[src/dpio_pkg.sv]
// Package with register map, field layout, reset values and carrier types for the dual I/O port block
package dpio_pkg;
   localparam int unsigned ADDR_W = 6;
   localparam logic [ADDR_W-1:0] OFS_PORT_D_PINS = 6'h00;
   localparam logic [ADDR_W-1:0] OFS_PORT_D_OUTPUT_LATCH = 6'h04;
   localparam logic [ADDR_W-1:0] OFS_PORT_D_DIRECTION = 6'h08;
   localparam logic [ADDR_W-1:0] OFS_PORT_E_PINS = 6'h0C;
   localparam logic [ADDR_W-1:0] OFS_PORT_E_OUTPUT_LATCH = 6'h10;
   localparam logic [ADDR_W-1:0] OFS_PORT_E_DIRECTION = 6'h14;
   localparam logic [ADDR_W-1:0] OFS_PARALLEL_SLAVE_CONTROL = 6'h18;
   localparam logic [ADDR_W-1:0] OFS_IRQ_STATUS = 6'h1C;
   localparam logic [ADDR_W-1:0] OFS_IRQ_MASK = 6'h20;
   localparam logic [7:0] DIRECTION_RESET = 8'hFF;
   localparam logic [7:0] PIN_SAMPLE_RESET = 8'h00;
   localparam logic [3:0] SLAVE_CTRL_RESET = 4'h0;
   localparam int unsigned SLAVE_CTRL_LSB = 4;
   localparam int unsigned EV_PORT_D_CHANGE = 0;
   localparam int unsigned EV_PORT_E_CHANGE = 1;
   localparam int unsigned EV_INPUT_OVERFLOW = 2;
   localparam int unsigned EV_W = 3;
   localparam logic [2:0] EV_RESET = 3'h0;
   localparam int unsigned PE_READ_STROBE_BIT = 0;
   localparam int unsigned PE_STORE_STROBE_BIT = 1;
   localparam int unsigned PE_CHIP_SELECT_BIT = 2;
   localparam int unsigned PE_CAPTURE2_BIT = 7;
   localparam logic [1:0] RESP_OKAY = 2'h0;
   localparam logic [1:0] RESP_SLVERR = 2'h2;

   // Slave-port control flags, register bits 7 to 4
   typedef struct packed {
      logic input_buffer_full;
      logic output_buffer_full;
      logic input_overflow;
      logic parallel_slave_enable;
   } dpio_slave_ctrl_t;

   // Drive of one 8-pin port
   typedef struct packed {
      logic [7:0] out;
      logic [7:0] oe;
   } dpio_pin_drive_t;
endpackage : dpio_pkg

[src/dpio_port.sv]
// One bidirectional I/O port: direction, output latch, pin sampling and peripheral override
`timescale 1ns/1ps
module dpio_port #(
   parameter int unsigned WIDTH = 8
) (
   input wire logic clk_i,
   input wire logic reset_n_i,
   input wire logic [WIDTH-1:0] pin_i,
   input wire logic dir_we_i,
   input wire logic lat_we_i,
   input wire logic [WIDTH-1:0] wdata_i,
   input wire logic [WIDTH-1:0] ovr_en_i,
   input wire logic [WIDTH-1:0] ovr_oe_i,
   input wire logic [WIDTH-1:0] ovr_out_i,
   output logic [WIDTH-1:0] dir_o,
   output logic [WIDTH-1:0] lat_o,
   output logic [WIDTH-1:0] pin_q_o,
   output logic [WIDTH-1:0] pin_out_o,
   output logic [WIDTH-1:0] pin_oe_o,
   output logic change_o
);
   logic [WIDTH-1:0] dir_q;
   logic [WIDTH-1:0] lat_q;
   logic [WIDTH-1:0] pin_q;
   logic primed_q;

   if (WIDTH == 0 || WIDTH > 8) begin : g_width_check
      $error("dpio_port: WIDTH must be 1 to 8");
   end

   // Every reset sets all direction bits to input; pins with ovr_en_i set still follow ovr_oe_i
   always_ff @(posedge clk_i) begin
      if (!reset_n_i) begin
         dir_q <= dpio_pkg::DIRECTION_RESET[WIDTH-1:0];
      end else if (dir_we_i) begin
         dir_q <= wdata_i;
      end
   end

   // Latch is left untouched by reset
   always_ff @(posedge clk_i) begin
      if (lat_we_i) begin
         lat_q <= wdata_i;
      end
   end

   always_ff @(posedge clk_i) begin
      if (!reset_n_i) begin
         pin_q <= dpio_pkg::PIN_SAMPLE_RESET[WIDTH-1:0];
      end else begin
         pin_q <= pin_i;
      end
   end

   // Peripheral override never touches the direction register
   always_comb begin
      for (int i = 0; i < WIDTH; i++) begin
         pin_oe_o[i] = ovr_en_i[i] ? ovr_oe_i[i] : ~dir_q[i];
         pin_out_o[i] = ovr_en_i[i] ? ovr_out_i[i] : lat_q[i];
      end
   end

   // Change detect waits for one real sample, so the reset value of the sample never looks like an edge
   always_ff @(posedge clk_i) begin
      if (!reset_n_i) begin
         primed_q <= 1'b0;
      end else begin
         primed_q <= 1'b1;
      end
   end

   assign change_o = primed_q && (|((pin_q ^ pin_i) & ~pin_oe_o));
   assign dir_o = dir_q;
   assign lat_o = lat_q;
   assign pin_q_o = pin_q;
endmodule : dpio_port

[src/dpio_top.sv]
// Dual 8-bit I/O port block with slave-port hooks behind an AXI4-Lite register slave
// Contract
// - Two ports, eight pins, per-pin direction/latch/port bits
// - Direction one floats the pin as input
// - Direction zero drives the latch value
// - Latch register reads back the latch
// - Slave enable makes port D data port
// - Slave mode TTL sensing, else Schmitt trigger
// - Port E pins 0-2 are slave strobes
// - Port E pin 7 shared with capture/compare
// - Every reset sets direction bits to one
// - Port and latch data not reset (the pin sample register still clears to 00 on reset)
// - Slave control flags in bits 7-4
`timescale 1ns/1ps
module dpio_top (
   input wire logic clk_i,
   input wire logic reset_n_i,
   input wire logic [31:0] s_axi_awaddr,
   input wire logic s_axi_awvalid,
   output logic s_axi_awready,
   input wire logic [31:0] s_axi_wdata,
   input wire logic [3:0] s_axi_wstrb,
   input wire logic s_axi_wvalid,
   output logic s_axi_wready,
   output logic [1:0] s_axi_bresp,
   output logic s_axi_bvalid,
   input wire logic s_axi_bready,
   input wire logic [31:0] s_axi_araddr,
   input wire logic s_axi_arvalid,
   output logic s_axi_arready,
   output logic [31:0] s_axi_rdata,
   output logic [1:0] s_axi_rresp,
   output logic s_axi_rvalid,
   input wire logic s_axi_rready,
   input wire logic [7:0] port_d_pin_i,
   output logic [7:0] port_d_pin_o,
   output logic [7:0] port_d_pin_oe_o,
   input wire logic [7:0] port_e_pin_i,
   output logic [7:0] port_e_pin_o,
   output logic [7:0] port_e_pin_oe_o,
   output logic [7:0] port_d_ttl_sense_o,
   output logic [7:0] port_e_ttl_sense_o,
   output logic [7:0] slave_data_in_o,
   input wire logic [7:0] slave_data_out_i,
   input wire logic slave_data_drive_i,
   output logic read_strobe_pin_o,
   output logic store_strobe_pin_o,
   output logic chip_select_pin_o,
   input wire logic input_buffer_full_i,
   input wire logic output_buffer_full_i,
   input wire logic input_overflow_set_i,
   input wire logic capture_compare_unit2_oe_i,
   input wire logic capture_compare_unit2_out_i,
   output logic capture_compare_unit2_in_o,
   output logic irq_o
);
   localparam int unsigned AW = dpio_pkg::ADDR_W;

   // Write and read channel state
   logic aw_got_q;
   logic w_got_q;
   logic [AW-1:0] awaddr_q;
   logic [31:0] wdata_q;
   logic [3:0] wstrb_q;
   logic bvalid_q;
   logic [1:0] bresp_q;
   logic rvalid_q;
   logic [31:0] rdata_q;
   logic [1:0] rresp_q;
   logic aw_hs;
   logic w_hs;
   logic wr_fire;
   logic [AW-1:0] waddr;
   logic [31:0] wdata;
   logic [3:0] wstrb;
   logic wr_byte0;
   logic ar_hs;

   // Register state
   dpio_pkg::dpio_slave_ctrl_t slave_ctrl_q;
   logic [dpio_pkg::EV_W-1:0] irq_status_q;
   logic [dpio_pkg::EV_W-1:0] irq_mask_q;
   logic [dpio_pkg::EV_W-1:0] events;

   // Port wiring
   logic [7:0] d_dir;
   logic [7:0] d_lat;
   logic [7:0] d_pins;
   logic [7:0] e_dir;
   logic [7:0] e_lat;
   logic [7:0] e_pins;
   logic d_change;
   logic e_change;
   logic [7:0] d_ovr_en;
   logic [7:0] e_ovr_en;
   logic [7:0] e_ovr_oe;
   logic [7:0] e_ovr_out;
   dpio_pkg::dpio_pin_drive_t d_drive;
   dpio_pkg::dpio_pin_drive_t e_drive;

   function automatic logic is_mapped(input logic [AW-1:0] a);
      unique case (a)
         dpio_pkg::OFS_PORT_D_PINS, dpio_pkg::OFS_PORT_D_OUTPUT_LATCH, dpio_pkg::OFS_PORT_D_DIRECTION,
         dpio_pkg::OFS_PORT_E_PINS, dpio_pkg::OFS_PORT_E_OUTPUT_LATCH, dpio_pkg::OFS_PORT_E_DIRECTION,
         dpio_pkg::OFS_PARALLEL_SLAVE_CONTROL, dpio_pkg::OFS_IRQ_STATUS, dpio_pkg::OFS_IRQ_MASK: begin
            return 1'b1;
         end
         default: begin
            return 1'b0;
         end
      endcase
   endfunction : is_mapped

   // AXI4-Lite write path: address and data taken in either order
   assign aw_hs = s_axi_awvalid && s_axi_awready;
   assign w_hs = s_axi_wvalid && s_axi_wready;
   assign s_axi_awready = !aw_got_q && !bvalid_q;
   assign s_axi_wready = !w_got_q && !bvalid_q;
   assign waddr = aw_got_q ? awaddr_q : s_axi_awaddr[AW-1:0];
   assign wdata = w_got_q ? wdata_q : s_axi_wdata;
   assign wstrb = w_got_q ? wstrb_q : s_axi_wstrb;
   assign wr_fire = (aw_got_q || aw_hs) && (w_got_q || w_hs) && !bvalid_q;
   assign wr_byte0 = wr_fire && wstrb[0];

   always_ff @(posedge clk_i) begin
      if (!reset_n_i) begin
         aw_got_q <= 1'b0;
         awaddr_q <= '0;
      end else if (wr_fire) begin
         aw_got_q <= 1'b0;
      end else if (aw_hs) begin
         aw_got_q <= 1'b1;
         awaddr_q <= s_axi_awaddr[AW-1:0];
      end
   end

   always_ff @(posedge clk_i) begin
      if (!reset_n_i) begin
         w_got_q <= 1'b0;
         wdata_q <= '0;
         wstrb_q <= '0;
      end else if (wr_fire) begin
         w_got_q <= 1'b0;
      end else if (w_hs) begin
         w_got_q <= 1'b1;
         wdata_q <= s_axi_wdata;
         wstrb_q <= s_axi_wstrb;
      end
   end

   always_ff @(posedge clk_i) begin
      if (!reset_n_i) begin
         bvalid_q <= 1'b0;
         bresp_q <= dpio_pkg::RESP_OKAY;
      end else if (wr_fire) begin
         bvalid_q <= 1'b1;
         bresp_q <= is_mapped(waddr) ? dpio_pkg::RESP_OKAY : dpio_pkg::RESP_SLVERR;
      end else if (s_axi_bready) begin
         bvalid_q <= 1'b0;
      end
   end

   assign s_axi_bvalid = bvalid_q;
   assign s_axi_bresp = bresp_q;

   // Slave-port control: enable is software's, the buffer flags follow the handshake logic
   always_ff @(posedge clk_i) begin
      if (!reset_n_i) begin
         slave_ctrl_q <= dpio_pkg::SLAVE_CTRL_RESET;
      end else begin
         slave_ctrl_q.input_buffer_full <= input_buffer_full_i;
         slave_ctrl_q.output_buffer_full <= output_buffer_full_i;
         if (input_overflow_set_i) begin
            slave_ctrl_q.input_overflow <= 1'b1;
         end else if (wr_byte0 && waddr == dpio_pkg::OFS_PARALLEL_SLAVE_CONTROL) begin
            slave_ctrl_q.input_overflow <= wdata[dpio_pkg::SLAVE_CTRL_LSB+1];
         end
         if (wr_byte0 && waddr == dpio_pkg::OFS_PARALLEL_SLAVE_CONTROL) begin
            slave_ctrl_q.parallel_slave_enable <= wdata[dpio_pkg::SLAVE_CTRL_LSB];
         end
      end
   end

   // Interrupts: sticky status, write one to clear, a new event wins over the clear
   assign events[dpio_pkg::EV_PORT_D_CHANGE] = d_change;
   assign events[dpio_pkg::EV_PORT_E_CHANGE] = e_change;
   assign events[dpio_pkg::EV_INPUT_OVERFLOW] = input_overflow_set_i;

   always_ff @(posedge clk_i) begin
      if (!reset_n_i) begin
         irq_status_q <= dpio_pkg::EV_RESET;
      end else if (wr_byte0 && waddr == dpio_pkg::OFS_IRQ_STATUS) begin
         irq_status_q <= (irq_status_q & ~wdata[dpio_pkg::EV_W-1:0]) | events;
      end else begin
         irq_status_q <= irq_status_q | events;
      end
   end

   always_ff @(posedge clk_i) begin
      if (!reset_n_i) begin
         irq_mask_q <= dpio_pkg::EV_RESET;
      end else if (wr_byte0 && waddr == dpio_pkg::OFS_IRQ_MASK) begin
         irq_mask_q <= wdata[dpio_pkg::EV_W-1:0];
      end
   end

   assign irq_o = |(irq_status_q & irq_mask_q);

   // AXI4-Lite read path
   assign s_axi_arready = !rvalid_q;
   assign ar_hs = s_axi_arvalid && s_axi_arready;

   always_ff @(posedge clk_i) begin
      if (!reset_n_i) begin
         rvalid_q <= 1'b0;
         rdata_q <= '0;
         rresp_q <= dpio_pkg::RESP_OKAY;
      end else if (ar_hs) begin
         rvalid_q <= 1'b1;
         rresp_q <= is_mapped(s_axi_araddr[AW-1:0]) ? dpio_pkg::RESP_OKAY : dpio_pkg::RESP_SLVERR;
         unique case (s_axi_araddr[AW-1:0])
            dpio_pkg::OFS_PORT_D_PINS: rdata_q <= {24'h000000, d_pins};
            dpio_pkg::OFS_PORT_D_OUTPUT_LATCH: rdata_q <= {24'h000000, d_lat};
            dpio_pkg::OFS_PORT_D_DIRECTION: rdata_q <= {24'h000000, d_dir};
            dpio_pkg::OFS_PORT_E_PINS: rdata_q <= {24'h000000, e_pins};
            dpio_pkg::OFS_PORT_E_OUTPUT_LATCH: rdata_q <= {24'h000000, e_lat};
            dpio_pkg::OFS_PORT_E_DIRECTION: rdata_q <= {24'h000000, e_dir};
            dpio_pkg::OFS_PARALLEL_SLAVE_CONTROL: rdata_q <= {24'h000000, slave_ctrl_q, 4'h0};
            dpio_pkg::OFS_IRQ_STATUS: rdata_q <= {29'h00000000, irq_status_q};
            dpio_pkg::OFS_IRQ_MASK: rdata_q <= {29'h00000000, irq_mask_q};
            default: rdata_q <= 32'h00000000;
         endcase
      end else if (s_axi_rready) begin
         rvalid_q <= 1'b0;
      end
   end

   assign s_axi_rvalid = rvalid_q;
   assign s_axi_rdata = rdata_q;
   assign s_axi_rresp = rresp_q;

   // Pin sharing: slave mode takes port D and strobes, pin 7 goes to the compare output
   assign d_ovr_en = {8{slave_ctrl_q.parallel_slave_enable}};
   assign e_ovr_en = {capture_compare_unit2_oe_i, 4'h0, {3{slave_ctrl_q.parallel_slave_enable}}};
   assign e_ovr_oe = {1'b1, 7'h00};
   assign e_ovr_out = {capture_compare_unit2_out_i, 7'h00};

   dpio_port #(
      .WIDTH(8)
   ) u_port_d (
      .clk_i(clk_i),
      .reset_n_i(reset_n_i),
      .pin_i(port_d_pin_i),
      .dir_we_i(wr_byte0 && waddr == dpio_pkg::OFS_PORT_D_DIRECTION),
      .lat_we_i(wr_byte0 && (waddr == dpio_pkg::OFS_PORT_D_OUTPUT_LATCH || waddr == dpio_pkg::OFS_PORT_D_PINS)),
      .wdata_i(wdata[7:0]),
      .ovr_en_i(d_ovr_en),
      .ovr_oe_i({8{slave_data_drive_i}}),
      .ovr_out_i(slave_data_out_i),
      .dir_o(d_dir),
      .lat_o(d_lat),
      .pin_q_o(d_pins),
      .pin_out_o(d_drive.out),
      .pin_oe_o(d_drive.oe),
      .change_o(d_change)
   );

   dpio_port #(
      .WIDTH(8)
   ) u_port_e (
      .clk_i(clk_i),
      .reset_n_i(reset_n_i),
      .pin_i(port_e_pin_i),
      .dir_we_i(wr_byte0 && waddr == dpio_pkg::OFS_PORT_E_DIRECTION),
      .lat_we_i(wr_byte0 && (waddr == dpio_pkg::OFS_PORT_E_OUTPUT_LATCH || waddr == dpio_pkg::OFS_PORT_E_PINS)),
      .wdata_i(wdata[7:0]),
      .ovr_en_i(e_ovr_en),
      .ovr_oe_i(e_ovr_oe),
      .ovr_out_i(e_ovr_out),
      .dir_o(e_dir),
      .lat_o(e_lat),
      .pin_q_o(e_pins),
      .pin_out_o(e_drive.out),
      .pin_oe_o(e_drive.oe),
      .change_o(e_change)
   );

   assign port_d_pin_o = d_drive.out;
   assign port_d_pin_oe_o = d_drive.oe;
   assign port_e_pin_o = e_drive.out;
   assign port_e_pin_oe_o = e_drive.oe;

   // Input threshold select, one per pin, high for TTL
   assign port_d_ttl_sense_o = {8{slave_ctrl_q.parallel_slave_enable}};
   assign port_e_ttl_sense_o = {5'h00, {3{slave_ctrl_q.parallel_slave_enable}}};

   assign slave_data_in_o = d_pins;
   assign read_strobe_pin_o = e_pins[dpio_pkg::PE_READ_STROBE_BIT];
   assign store_strobe_pin_o = e_pins[dpio_pkg::PE_STORE_STROBE_BIT];
   assign chip_select_pin_o = e_pins[dpio_pkg::PE_CHIP_SELECT_BIT];
   assign capture_compare_unit2_in_o = e_pins[dpio_pkg::PE_CAPTURE2_BIT];

   // Checks
   property p_dir_input;
      @(posedge clk_i) disable iff (!reset_n_i)
      !slave_ctrl_q.parallel_slave_enable && !capture_compare_unit2_oe_i |-> ((port_e_pin_oe_o & e_dir) == 8'h00);
   endproperty
   a_dir_input: assert property (p_dir_input) else $error("input pin driven");

   property p_dir_output;
      @(posedge clk_i) disable iff (!reset_n_i)
      !slave_ctrl_q.parallel_slave_enable && d_dir == 8'h00 |-> port_d_pin_oe_o == 8'hFF && port_d_pin_o == d_lat;
   endproperty
   a_dir_output: assert property (p_dir_output) else $error("output pin not driven from latch");

   property p_latch_read;
      @(posedge clk_i) disable iff (!reset_n_i)
      ar_hs && s_axi_araddr[AW-1:0] == dpio_pkg::OFS_PORT_D_OUTPUT_LATCH |=> s_axi_rdata[7:0] == $past(d_lat);
   endproperty
   a_latch_read: assert property (p_latch_read) else $error("latch read mismatch");

   property p_slave_data;
      @(posedge clk_i) disable iff (!reset_n_i)
      slave_ctrl_q.parallel_slave_enable |-> port_d_pin_oe_o == {8{slave_data_drive_i}} && port_d_pin_o == slave_data_out_i;
   endproperty
   a_slave_data: assert property (p_slave_data) else $error("port D not under slave port");

   property p_ttl;
      @(posedge clk_i) disable iff (!reset_n_i)
      port_d_ttl_sense_o == {8{slave_ctrl_q.parallel_slave_enable}} && port_e_ttl_sense_o[7:3] == 5'h00;
   endproperty
   a_ttl: assert property (p_ttl) else $error("threshold select wrong");

   property p_strobes_in;
      @(posedge clk_i) disable iff (!reset_n_i)
      slave_ctrl_q.parallel_slave_enable |-> port_e_pin_oe_o[2:0] == 3'h0;
   endproperty
   a_strobes_in: assert property (p_strobes_in) else $error("strobe pin driven");

   property p_capture2;
      @(posedge clk_i) disable iff (!reset_n_i)
      capture_compare_unit2_oe_i |-> port_e_pin_oe_o[7] && port_e_pin_o[7] == capture_compare_unit2_out_i;
   endproperty
   a_capture2: assert property (p_capture2) else $error("compare output not on pin 7");

   property p_reset_dir;
      @(posedge clk_i)
      !reset_n_i |=> d_dir == 8'hFF && e_dir == 8'hFF && port_d_pin_oe_o == 8'h00;
   endproperty
   a_reset_dir: assert property (p_reset_dir) else $error("direction not all inputs after reset");

   property p_ctrl_low;
      @(posedge clk_i) disable iff (!reset_n_i)
      ar_hs && s_axi_araddr[AW-1:0] == dpio_pkg::OFS_PARALLEL_SLAVE_CONTROL |=> s_axi_rdata[3:0] == 4'h0;
   endproperty
   a_ctrl_low: assert property (p_ctrl_low) else $error("unimplemented control bits not zero");

   property p_pins_write;
      @(posedge clk_i) disable iff (!reset_n_i)
      wr_byte0 && waddr == dpio_pkg::OFS_PORT_E_PINS |=> e_lat == $past(wdata[7:0]);
   endproperty
   a_pins_write: assert property (p_pins_write) else $error("port write missed latch");

   c_write: cover property (@(posedge clk_i) disable iff (!reset_n_i) wr_fire ##1 s_axi_bvalid);
   c_slave_mode: cover property (@(posedge clk_i) disable iff (!reset_n_i) $rose(slave_ctrl_q.parallel_slave_enable));
   c_irq: cover property (@(posedge clk_i) disable iff (!reset_n_i) $rose(irq_o));
   c_capture2: cover property (@(posedge clk_i) disable iff (!reset_n_i) capture_compare_unit2_oe_i ##1 !capture_compare_unit2_oe_i);
endmodule : dpio_top

[config.mk]
export PLATFORM = sky130hd
export DESIGN_NAME = dpio_top
export DESIGN_NICKNAME = d
export VERILOG_FILES = /design/src/dpio_pkg.sv /design/src/dpio_port.sv /design/src/dpio_top.sv
export SDC_FILE = /design/constraint.sdc
export NUM_CORES = 1
export LEC_CHECK = 0
export ABC_AREA = 1
export BUFFER_PORTS_ARGS = -buffer_cell sky130_fd_sc_hd__clkbuf_2
export CAP_MARGIN = 5
export CORE_MARGIN = 3
export CORE_UTILIZATION = 51
export CTS_BUF_LIST = sky130_fd_sc_hd__clkbuf_16
export DETAILED_ROUTE_END_ITERATION = 10
export PLACE_DENSITY = 0.83
export SLEW_MARGIN = 40
export SYNTH_ARGS = -nofsm -noshare
export SYNTH_HDL_FRONTEND = slang
export SYNTH_SLANG_ARGS = --single-unit
[constraint.sdc]
create_clock -name clk_i -period 3.6 [get_ports clk_i]
set_input_delay 0.36 -clock clk_i [delete_from_list [all_inputs] [get_ports clk_i]]
set_output_delay 0.36 -clock clk_i [all_outputs]
set_load 0.02 [all_outputs]
# Word level (Yosys, flattened, before mapping)
# Cells that the tools add are included.
[op_classes]
add_sub_neg = 0
mul = 0
div = 0
order_cmp = 0
n_eq_ne = 16
n_shift = 0
muxes = 44
n_bitwise = 29
n_reduce_logical = 38
[ops]
columns = ["operator", "count"]
rows = [
  ["case mux 8 bit (9 select lines)", 1],
  ["== test 6 x 5 -> 1 bit, second input constant", 8],
  ["two-way mux 1 bit", 38],
  ["== test 6 x 4 -> 1 bit, second input constant", 4],
  ["NOT 1 bit", 18],
  ["OR reduction 9 bit", 2],
  ["logical AND 1 bit", 17],
  ["AND 8 bit", 2],
  ["NOT 8 bit", 2],
  ["OR reduction 8 bit", 2],
  ["bitwise XOR 8 bit", 2],
  ["== test 6 x 3 -> 1 bit, second input constant", 2],
  ["== test 6 bit, second input constant", 2],
  ["zero test 6 bit", 2],
  ["two-way mux 8 bit", 1],
  ["AND 3 bit", 2],
  ["two-way mux 6 bit", 1],
  ["bitwise OR 3 bit", 2],
  ["nonzero test 2 bit", 3],
  ["zero test 1 bit", 4],
  ["logical OR 1 bit", 4],
  ["two-way mux 2 bit", 2],
  ["AND reduction 2 bit", 2],
  ["two-way mux 3 bit", 1],
  ["3 further kinds", 3],
]
[totals]
ff_bits = 114
latch_bits = 0
ramBits = 0
rom_bits = 0
input_bits = 137
out_inout_bits = 102
wordCells = 150
n_memories = 0

# Longest topological paths before layout
# Gate-level depths: netlist of the first run.
[depth]
ltp_word = 10
mapped_depth = 12
depth_no_buf = 11

# Modules after synthesis
# A second synthesis of the first run with hierarchy kept.
[unflattened]
cells_unflattened = 820
area_unflattened_um2 = 5242.5
[modules_own_cells]
columns = ["mod", "n_inst", "cells_each", "area_each_um2"]
rows = [
  ["dpio_top", 1, 471, 2841.5],
  ["dpio_port (u_port_e)", 1, 176, 1201.2],
  ["dpio_port (u_port_d)", 1, 173, 1199.9],
]

# Worst setup path before layout of the first run
# No wires, ideal clock.
[synth_timing]
path_kind = "reg-to-reg"
from = "register bvalid_q (netlist: s_axi_bvalid)"
to = "register u_port_e.lat_q[0] (netlist: u_port_e.lat_o[0]) (enable)"
setup_ns = 0.375
arrival_ns = 1.446
setup_slack_ns = 1.778
path_stages_with_launch = 6
cell_sequence = "dfxtp_1 -> o21ai_2 -> nand2_4 -> nor2_8 -> inv_4 -> a21oi_1"
[synth_via]
elab_chain_cells = 8
word_cells_on_any_way = 11
classes_between = "reduce/logical (11)"
[synth_lines]
columns = ["element", "line_no", "text"]
rows = [
  ["start: declaration", "dpio_top.sv:65", "logic bvalid_q;"],
  ["start signal: assignment", "dpio_top.sv:153", "bvalid_q <= 1'b0;"],
  ["start signal: assignment", "dpio_top.sv:156", "bvalid_q <= 1'b1;"],
  ["start signal: assignment", "dpio_top.sv:159", "bvalid_q <= 1'b0;"],
  ["zero test 1 bit *", "dpio_top.sv:117, dpio_top.sv:118, dpio_top.sv:122", ""],
  ["logical AND 1 bit (on tied branches)", "dpio_top.sv:117, dpio_top.sv:118", ""],
  ["logical AND 1 bit (on tied branches)", "dpio_top.sv:115, dpio_top.sv:116", ""],
  ["logical OR 1 bit", "dpio_top.sv:122", "assign wr_fire = (aw_got_q || aw_hs) && (w_got_q || w_hs) && !bvalid_q;"],
  ["logical AND 1 bit", "dpio_top.sv:122", ""],
  ["logical AND 1 bit *", "dpio_top.sv:122", ""],
  ["logical AND 1 bit *", "dpio_top.sv:123", "assign wr_byte0 = wr_fire && wstrb[0];"],
  ["logical AND 1 bit *", "dpio_top.sv:275", ".lat_we_i(wr_byte0 && (waddr == dpio_pkg::OFS_PORT_E_OUTPUT_LATCH || waddr == dpio_pkg::OFS_PORT_E_PINS)),"],
  ["via u_port_e.lat_we_i", "dpio_port.sv:10", "input wire logic lat_we_i,"],
  ["end signal: assignment", "dpio_port.sv:43", "lat_q <= wdata_i;"],
  ["end: declaration", "dpio_port.sv:23", "logic [WIDTH-1:0] lat_q;"],
]
# The timed path passes the listed nets; every way through them passes the cells marked *.
# A chain may end at the register's enable or synchronous reset.

# Worst setup path after layout of the first run
[layout_timing]
from = "register slave_ctrl_q, in the netlist port_d_ttl_sense_o[0]"
to = "output port port_d_pin_oe_o[0]"
[layout_via]
elab_chain_cells = 1
[layout_lines]
columns = ["element", "line_no", "text"]
rows = [
  ["start: declaration", "dpio_top.sv:80", "dpio_pkg::dpio_slave_ctrl_t slave_ctrl_q;"],
  ["start signal: assignment", "dpio_top.sv:169", "slave_ctrl_q <= dpio_pkg::SLAVE_CTRL_RESET;"],
  ["two-way mux 1 bit", "dpio_port.sv:58", "pin_oe_o[i] = ovr_en_i[i] ? ovr_oe_i[i] : ~dir_q[i];"],
  ["end: declaration", "dpio_top.sv:37", "output logic [7:0] port_d_pin_oe_o,"],
]
# No other way between the ends.

==> results.sh, run 1 <==
export IMPL_status="completed"
export IMPL_comb_power_share_pct=15.3
export IMPL_antennaDiodeCount=0
export IMPL_tightest_slew_ns=0.908
export IMPL_core_um2=9330
export IMPL_synth_edf_count=16
export IMPL_dominantRegCellSynth="dfxtp_1"
export IMPL_clk_latency_ns=0.34
export IMPL_fillers=870
export IMPL_met3_usage_pct=7.41
export IMPL_chipWidth_um=105
export IMPL_gp_congestion=0.909
export IMPL_cp_required_ns=3.24
export IMPL_synthDistinctLibCells=33
export IMPL_slowest_delay_ns=0.74
export IMPL_wl_um=13400
export IMPL_arrival_ns=2.03
export IMPL_pwr_share_seq_pct=42.7
export IMPL_nets=975
export IMPL_first_pass_iters=5
export IMPL_max_freq_mhz=418
export IMPL_hold_violations=0
export IMPL_worst_setup_path_type="flop to primary output"
export IMPL_seq_area_frac_synth_pct=38.8
export IMPL_drcViolationCount=0
export IMPL_max_cap_violations=0
export IMPL_synth_area_leader_cell="dfxtp_1"
export IMPL_skew_ns=0.00742
export IMPL_slew_viol_final=0
export IMPL_final_common_cell="nand2_1"
export IMPL_cts_buffer_depth=2
export IMPL_internal_power_w=0.00185
export IMPL_multi_input_area_um2=2310
export IMPL_cts_buffers=9
export IMPL_ff_latch_area_um2=1920
export IMPL_io_pins=239
export IMPL_drive_gt1_share_pct=20.6
export IMPL_grt_setup_unrepaired="false"
export IMPL_worstReg2RegStart="aw_got_q$_SDFFE_PP0P_"
export IMPL_whs_path_depth=3
export IMPL_grtUsageMet1_pct=30.4
export IMPL_wl_per_cell_um=13.8
export IMPL_antenna_found_initial=0
export IMPL_path_buf_inv=3
export IMPL_whs_endpoint="slave_ctrl_q[2]$_SDFF_PN0_"
export IMPL_yosysWarnings=0
export IMPL_clkSinkCount=88
export IMPL_timing_rr_end="u_port_e.lat_o[0]$_DFFE_PP_"
export IMPL_grtUsageMet2_pct=38.8
export IMPL_htree_levels=3
export IMPL_rows=35
export IMPL_ctsResizeCount=0
export IMPL_ys_seq_elements=88
export IMPL_clkPwrFrac_pct=42.1
export IMPL_dieHeight_um=105
export IMPL_startpoint="port_d_ttl_sense_o[0]$_SDFFE_PN0P_"
export IMPL_area_delta_synth_final_pct=16.8
export IMPL_final_cell_mix="241 x nand2_1, 128 x clkbuf_2, 92 x inv_1"
export IMPL_drtIter0Drc=355
export IMPL_cts_setup_buffers=0
export IMPL_cp_top_family="flip-flops"
export IMPL_num_vias=4828
export IMPL_setup_viol=0
export IMPL_synth_area_um2=4960
export IMPL_power_leakage_nw=3.30
export IMPL_fin_tns_setup_ns=0
export IMPL_synthTopCellsByArea="dfxtp_1 29%, nand2_1 18%, edfxtp_1 9.7%, buf_4 7.1%, inv_1 7.0%"
export IMPL_syn_avg_cell_area_um2=6.74
export IMPL_cts_root_buf="clkbuf_16"
export IMPL_cp_max_fo=20
export IMPL_cts_hold_buf=0
export IMPL_ff2ff_setup_slack_ns=1.33
export IMPL_power_density_nw_per_um2=440
export IMPL_dp_hpwl_um=10000
export IMPL_holdCritPathClass="input port to flop"
export IMPL_busiest_layer="met2"
export IMPL_cts_tree="built"
export IMPL_switchingPower_w=0.000701
export IMPL_clk_pin_slew_ns=0.06
export IMPL_stdcell_area_um2=5790
export IMPL_ant_nets=0
export IMPL_grt_max_degree=54
export IMPL_overflow=0
export IMPL_startpoint_type="flop"
export IMPL_dpl_cell_area_um2=5440
export IMPL_synth_cells=736
export IMPL_cp_cell_sequence="inv_1 > nand2_1 > nand2_1 > inv_1 > clkbuf_2"
export IMPL_min_from="output_buffer_full_i"
export IMPL_critical_path_slowest_cell="dfxtp_1"
export IMPL_relSlewSlack_pct=39.5
export IMPL_viasPerCell=4.97
export IMPL_synthArstFlopShare_pct=0
export IMPL_rr_worst_depth=6
export IMPL_ir_drop_v=0.000328
export IMPL_track_usage_pct=24.1
export IMPL_synth_top_area_share_pct=29.1
export IMPL_finalCriticalPeriod_ns=2.39
export IMPL_swShare_pct=27.5
export IMPL_dieArea_um2=10900
export IMPL_critPathCaptureType="primary output"
export IMPL_initial_core_util_pct=53.1
export IMPL_grt_pass1_wl_um=21200
export IMPL_place_port_buffers=128
export IMPL_grt_pass1_vias=4343
export IMPL_period_share_pct=66.5
worst min-delay path: stages:
cell	delay, ns
clkbuf_2	0.07
nand2_1	0.04
inv_1	0.04
layer usage:
metal | vias to the layer above | wire length [µm] | part of all wire (%)
met5 | - | 0 | 0
met2 | 251 | 6200 | 46
met3 | 32 | 1380 | 10
met1 | 2117 | 5470 | 41
li1 | 2428 | - | -
met4 | 0 | 345 | 2.6
sequential cells by signal, summed over array words and instances, names as in the netlist, 3 cells and up:
signal	count
u_port_d.dir_o	8
wdata_q	8
irq_status_q	3
s_axi_rdata	8
u_port_d.lat_o	8
awaddr_q	6
slave_ctrl_q	3
u_port_d.pin_q_o	8
u_port_e.pin_q_o	8
u_port_e.lat_o	8
u_port_e.dir_o	8
irq_mask_q	3
power by group through the flow:
stage	clock network (W)	logic, W	registers [W]
2_1_floorplan	0	0.000288	0.00111
3_3_place_gp	0	0.000376	0.00111
3_5_place_dp	0	0.000383	0.00111
4_1_cts	0.00109	0.000387	0.00109
5_1_grt	0.00113	0.000434	0.00109
6_report	0.00107	0.000389	0.00109
cells in the mapped netlist, types with 2 or more instances:
cell type and count:
nor2_2 3, edfxtp_1 16, dfxtp_1 72, nor2_4 3, inv_4 3, nor3_1 2
nor2_8 2, o21ai_0 27, clkbuf_1 12, o21ai_2 2, nand4_1 25, xor2_1 6
o21ai_1 6, a21oi_1 34, buf_4 47, nand3b_1 2, buf_6 2, inv_1 92
or2_2 5, nand3_1 53, buf_2 11, nand2_1 241, nor2_1 60
metrics by stage:
step	power (W)	hold slack (ns)	instances	util, %	worst slack (ns)
2_1_floorplan	0.00140	0.388	766	-	1.78
4_1_cts	0.00256	0.191	972	62.0	1.21
6_report	0.00255	0.200	972	62.1	1.21
5_1_grt	0.00265	0.195	972	62.1	1.03
3_5_place_dp	0.00149	0.442	956	58.3	1.35
3_3_place_gp	0.00148	0.435	956	58.3	1.37
worst max path at each step:
stage | to | slack (ns) | cells past startpoint
2_1_floorplan | u_port_e.lat_o[0]$_DFFE_PP_ | 1.78 | 5
3_3_place_gp | u_port_e.lat_o[7]$_DFFE_PP_ | 1.37 | 6
3_5_place_dp | u_port_e.lat_o[7]$_DFFE_PP_ | 1.35 | 6
4_1_cts | port_d_pin_oe_o[0] | 1.21 | 5
5_1_grt | port_d_pin_oe_o[0] | 1.03 | 5
6_report | port_d_pin_oe_o[0] | 1.21 | 5
cell families after synthesis:
| kind of cell | count (synthesis) | share of synthesized area, % |
|---|---|---|
| and+or+nand+nor | 399 | 35.1 |
| buffers and inverters | 169 | 17.1 |
| DFF | 88 | 38.8 |
| AOI/OAI and AO/OA | 72 | 7.75 |
| xor gates and xnor gates | 7 | 1.24 |
| other | 1 | 0.0756 |
cell type report:
type / count / share of cell area, %
tap: 129 / 2.79
timing repair buffer: 133 / 11.7
sequential: 88 / 33.2
inverter: 97 / 6.42
clock inverter: 7 / 2.05
clock buffer: 9 / 3.89
multi-input combinational: 509 / 39.9
Note: power is estimated with default switching activity, not from simulation.
==> inputs of run 2 (changes only) <==
--- a/config.mk
+++ b/config.mk
@@ -9,10 +9,10 @@
 export BUFFER_PORTS_ARGS = -buffer_cell sky130_fd_sc_hd__clkbuf_2
 export CAP_MARGIN = 5
 export CORE_MARGIN = 3
-export CORE_UTILIZATION = 51
+export CORE_UTILIZATION = 47
 export CTS_BUF_LIST = sky130_fd_sc_hd__clkbuf_16
 export DETAILED_ROUTE_END_ITERATION = 10
-export PLACE_DENSITY = 0.83
+export PLACE_DENSITY = 0.77
 export SLEW_MARGIN = 40
 export SYNTH_ARGS = -nofsm -noshare
 export SYNTH_HDL_FRONTEND = slang
==> constraint.sdc (replaced) <==
create_clock -name clk_i -period 2.3 [get_ports clk_i]
set_input_delay 0.23 -clock clk_i [delete_from_list [all_inputs] [get_ports clk_i]]
set_output_delay 0.23 -clock clk_i [all_outputs]
set_load 0.02 [all_outputs]
==> run 2 against run 1 <==
  * Global-route usage fell by 1.9 points
  * Clock skew rose by 0.0017 ns
  * Routed wire length fell by 1.9%
  * Register-to-register slack got worse by 0.92 ns
  * Sequential share of layout area fell by 0.16 points
  * First-iteration DRC count fell by 8.5%
  * Non-clock buffer count rose by 5
  * Worst setup slack got worse by 0.96 ns
  * Critical path depth did not move
  * Combinational power rose by 54%
  * Via count fell by 2.3%
  * Largest cell class unchanged
==> results.sh, run 2 (synthesized netlist as in run 1, its figures left out) <==
export IMPL_grt_pass1_vias=4230
export IMPL_cp_max_fo=16
export IMPL_final_common_cell="nand2_1"
export IMPL_initial_core_util_pct=49.6
export IMPL_stdcell_area_um2=5820
export IMPL_drive_gt1_share_pct=20.8
export IMPL_dpl_cell_area_um2=5480
export IMPL_cts_root_buf="clkbuf_16"
export IMPL_wl_per_cell_um=13.4
export IMPL_gp_congestion=0.935
export IMPL_cts_buffers=9
export IMPL_grt_setup_unrepaired="false"
export IMPL_relSlewSlack_pct=61.9
export IMPL_antenna_found_initial=0
export IMPL_internal_power_w=0.00289
export IMPL_tightest_slew_ns=0.568
export IMPL_track_usage_pct=22.2
export IMPL_max_freq_mhz=488
export IMPL_htree_levels=3
export IMPL_drcViolationCount=0
export IMPL_skew_ns=0.00914
export IMPL_slowest_delay_ns=0.61
export IMPL_area_delta_synth_final_pct=17.3
export IMPL_wl_um=13100
export IMPL_cts_hold_buf=0
export IMPL_swShare_pct=27.0
export IMPL_chipWidth_um=109
export IMPL_arrival_ns=1.82
export IMPL_comb_power_share_pct=15.2
export IMPL_pwr_share_seq_pct=43.0
export IMPL_clk_pin_slew_ns=0.06
export IMPL_hold_violations=0
export IMPL_power_density_nw_per_um2=681
export IMPL_max_cap_violations=0
export IMPL_core_um2=10000
export IMPL_io_pins=239
export IMPL_power_leakage_nw=3.34
export IMPL_dieHeight_um=109
export IMPL_drtIter0Drc=325
export IMPL_rows=36
export IMPL_antennaDiodeCount=0
export IMPL_grt_pass1_wl_um=20500
export IMPL_finalCriticalPeriod_ns=2.05
export IMPL_fin_tns_setup_ns=0
export IMPL_critical_path_slowest_cell="dfxtp_1"
export IMPL_final_cell_mix="241 x nand2_1, 128 x clkbuf_2, 94 x inv_1"
export IMPL_cts_buffer_depth=2
export IMPL_overflow=0
export IMPL_cp_required_ns=2.07
export IMPL_clk_latency_ns=0.34
export IMPL_setup_viol=0
export IMPL_slew_viol_final=0
export IMPL_startpoint_type="flop"
export IMPL_cts_tree="built"
export IMPL_viasPerCell=4.81
export IMPL_critPathCaptureType="primary output"
export IMPL_worst_setup_path_type="flop to primary output"
export IMPL_status="completed"
export IMPL_dp_hpwl_um=10200
export IMPL_cts_setup_buffers=0
export IMPL_fillers=1011
export IMPL_worstReg2RegStart="port_d_ttl_sense_o[0]$_SDFFE_PN0P_"
export IMPL_nets=980
export IMPL_ir_drop_v=0.000404
export IMPL_ctsResizeCount=0
export IMPL_place_port_buffers=128
export IMPL_first_pass_iters=5
export IMPL_period_share_pct=89.2
export IMPL_num_vias=4715
export IMPL_clkSinkCount=88
export IMPL_holdCritPathClass="input port to flop"
export IMPL_min_from="input_buffer_full_i"
export IMPL_clkPwrFrac_pct=41.8
export IMPL_dieArea_um2=11800
export IMPL_startpoint="port_d_ttl_sense_o[0]$_SDFFE_PN0P_"
export IMPL_grt_max_degree=54
export IMPL_switchingPower_w=0.00107
export IMPL_ant_nets=0
export IMPL_finalCoreUtilization_pct=58.2
export IMPL_cp_cell_sequence="inv_1 > nand2_1 > nand2_1 > inv_1 > clkbuf_2"
==> run 2: changes by cell type in the layout (fill, tap and decap cells not counted) <==
cell,change
buf_4,+5
inv_1,+2
nor2_1,+2
clkinv_1,-1
clkinv_4,+1
clkinvlp_4,-1
inv_6,-1
nor2_2,-1
nor2_4,-1
==> run 2: layer usage <==
metal	part of all wire, %	track usage [%]
met1	45	30.2
met2	45	36.0
met3	8.3	4.09
met4	1.6	6.85
met5	0	0
==> run 2: final timing paths <==
kind | end | slack (ns) | depth (start not counted)
worst min register to register | wdata_q[3]$_SDFFE_PN0P_ | 0.45 | 2
worst min-delay path | slave_ctrl_q[3]$_SDFF_PN0_ | 0.08 | 3
worst max register to register | irq_status_q[0]$_SDFF_PN0_ | 0.41 | 9
worst max-delay path | port_d_pin_oe_o[6] | 0.25 | 5
==> run 2: metrics by stage <==
step           instances  power (W)  setup WS (ns)  hold WS [ns]
2_1_floorplan        766    0.00220          0.478         0.258
3_3_place_gp         965    0.00232          0.508         0.417
3_5_place_dp         965    0.00233          0.493         0.419
4_1_cts              981    0.00398          0.270        0.0721
5_1_grt              981    0.00411          0.175         0.104
6_report             981    0.00396          0.249        0.0766
==> run 2: area by class of cell <==
type | count | area [µm²] | share of cell area (%)
Clock buffer | 9 | 225 | 3.87
Multi-Input combinational cell | 509 | 2300 | 39.6
Sequential cell | 88 | 1920 | 33.0
Tap cell | 133 | 166 | 2.86
Clock inverter | 7 | 115 | 1.98
Timing Repair Buffer | 138 | 716 | 12.3
Inverter | 97 | 372 | 6.39
==> run 2: critical path, delay by kind of cell (launching register included) <==
family                 cells  cell delay, ns
flip-flops                 1            0.61
buffers and inverters      3            0.61
AND/OR/NAND/NOR            2            0.26
==> run 2: power by group through the flow <==
stage | sequential (W) | combinational, W | clock, W
detailed placement | 0.00174 | 0.000597 | 0
global route | 0.00171 | 0.000674 | 0.00173
finish | 0.00170 | 0.000601 | 0.00166
CTS | 0.00170 | 0.000600 | 0.00168
floorplan | 0.00174 | 0.000451 | 0
global placement | 0.00173 | 0.000590 | 0
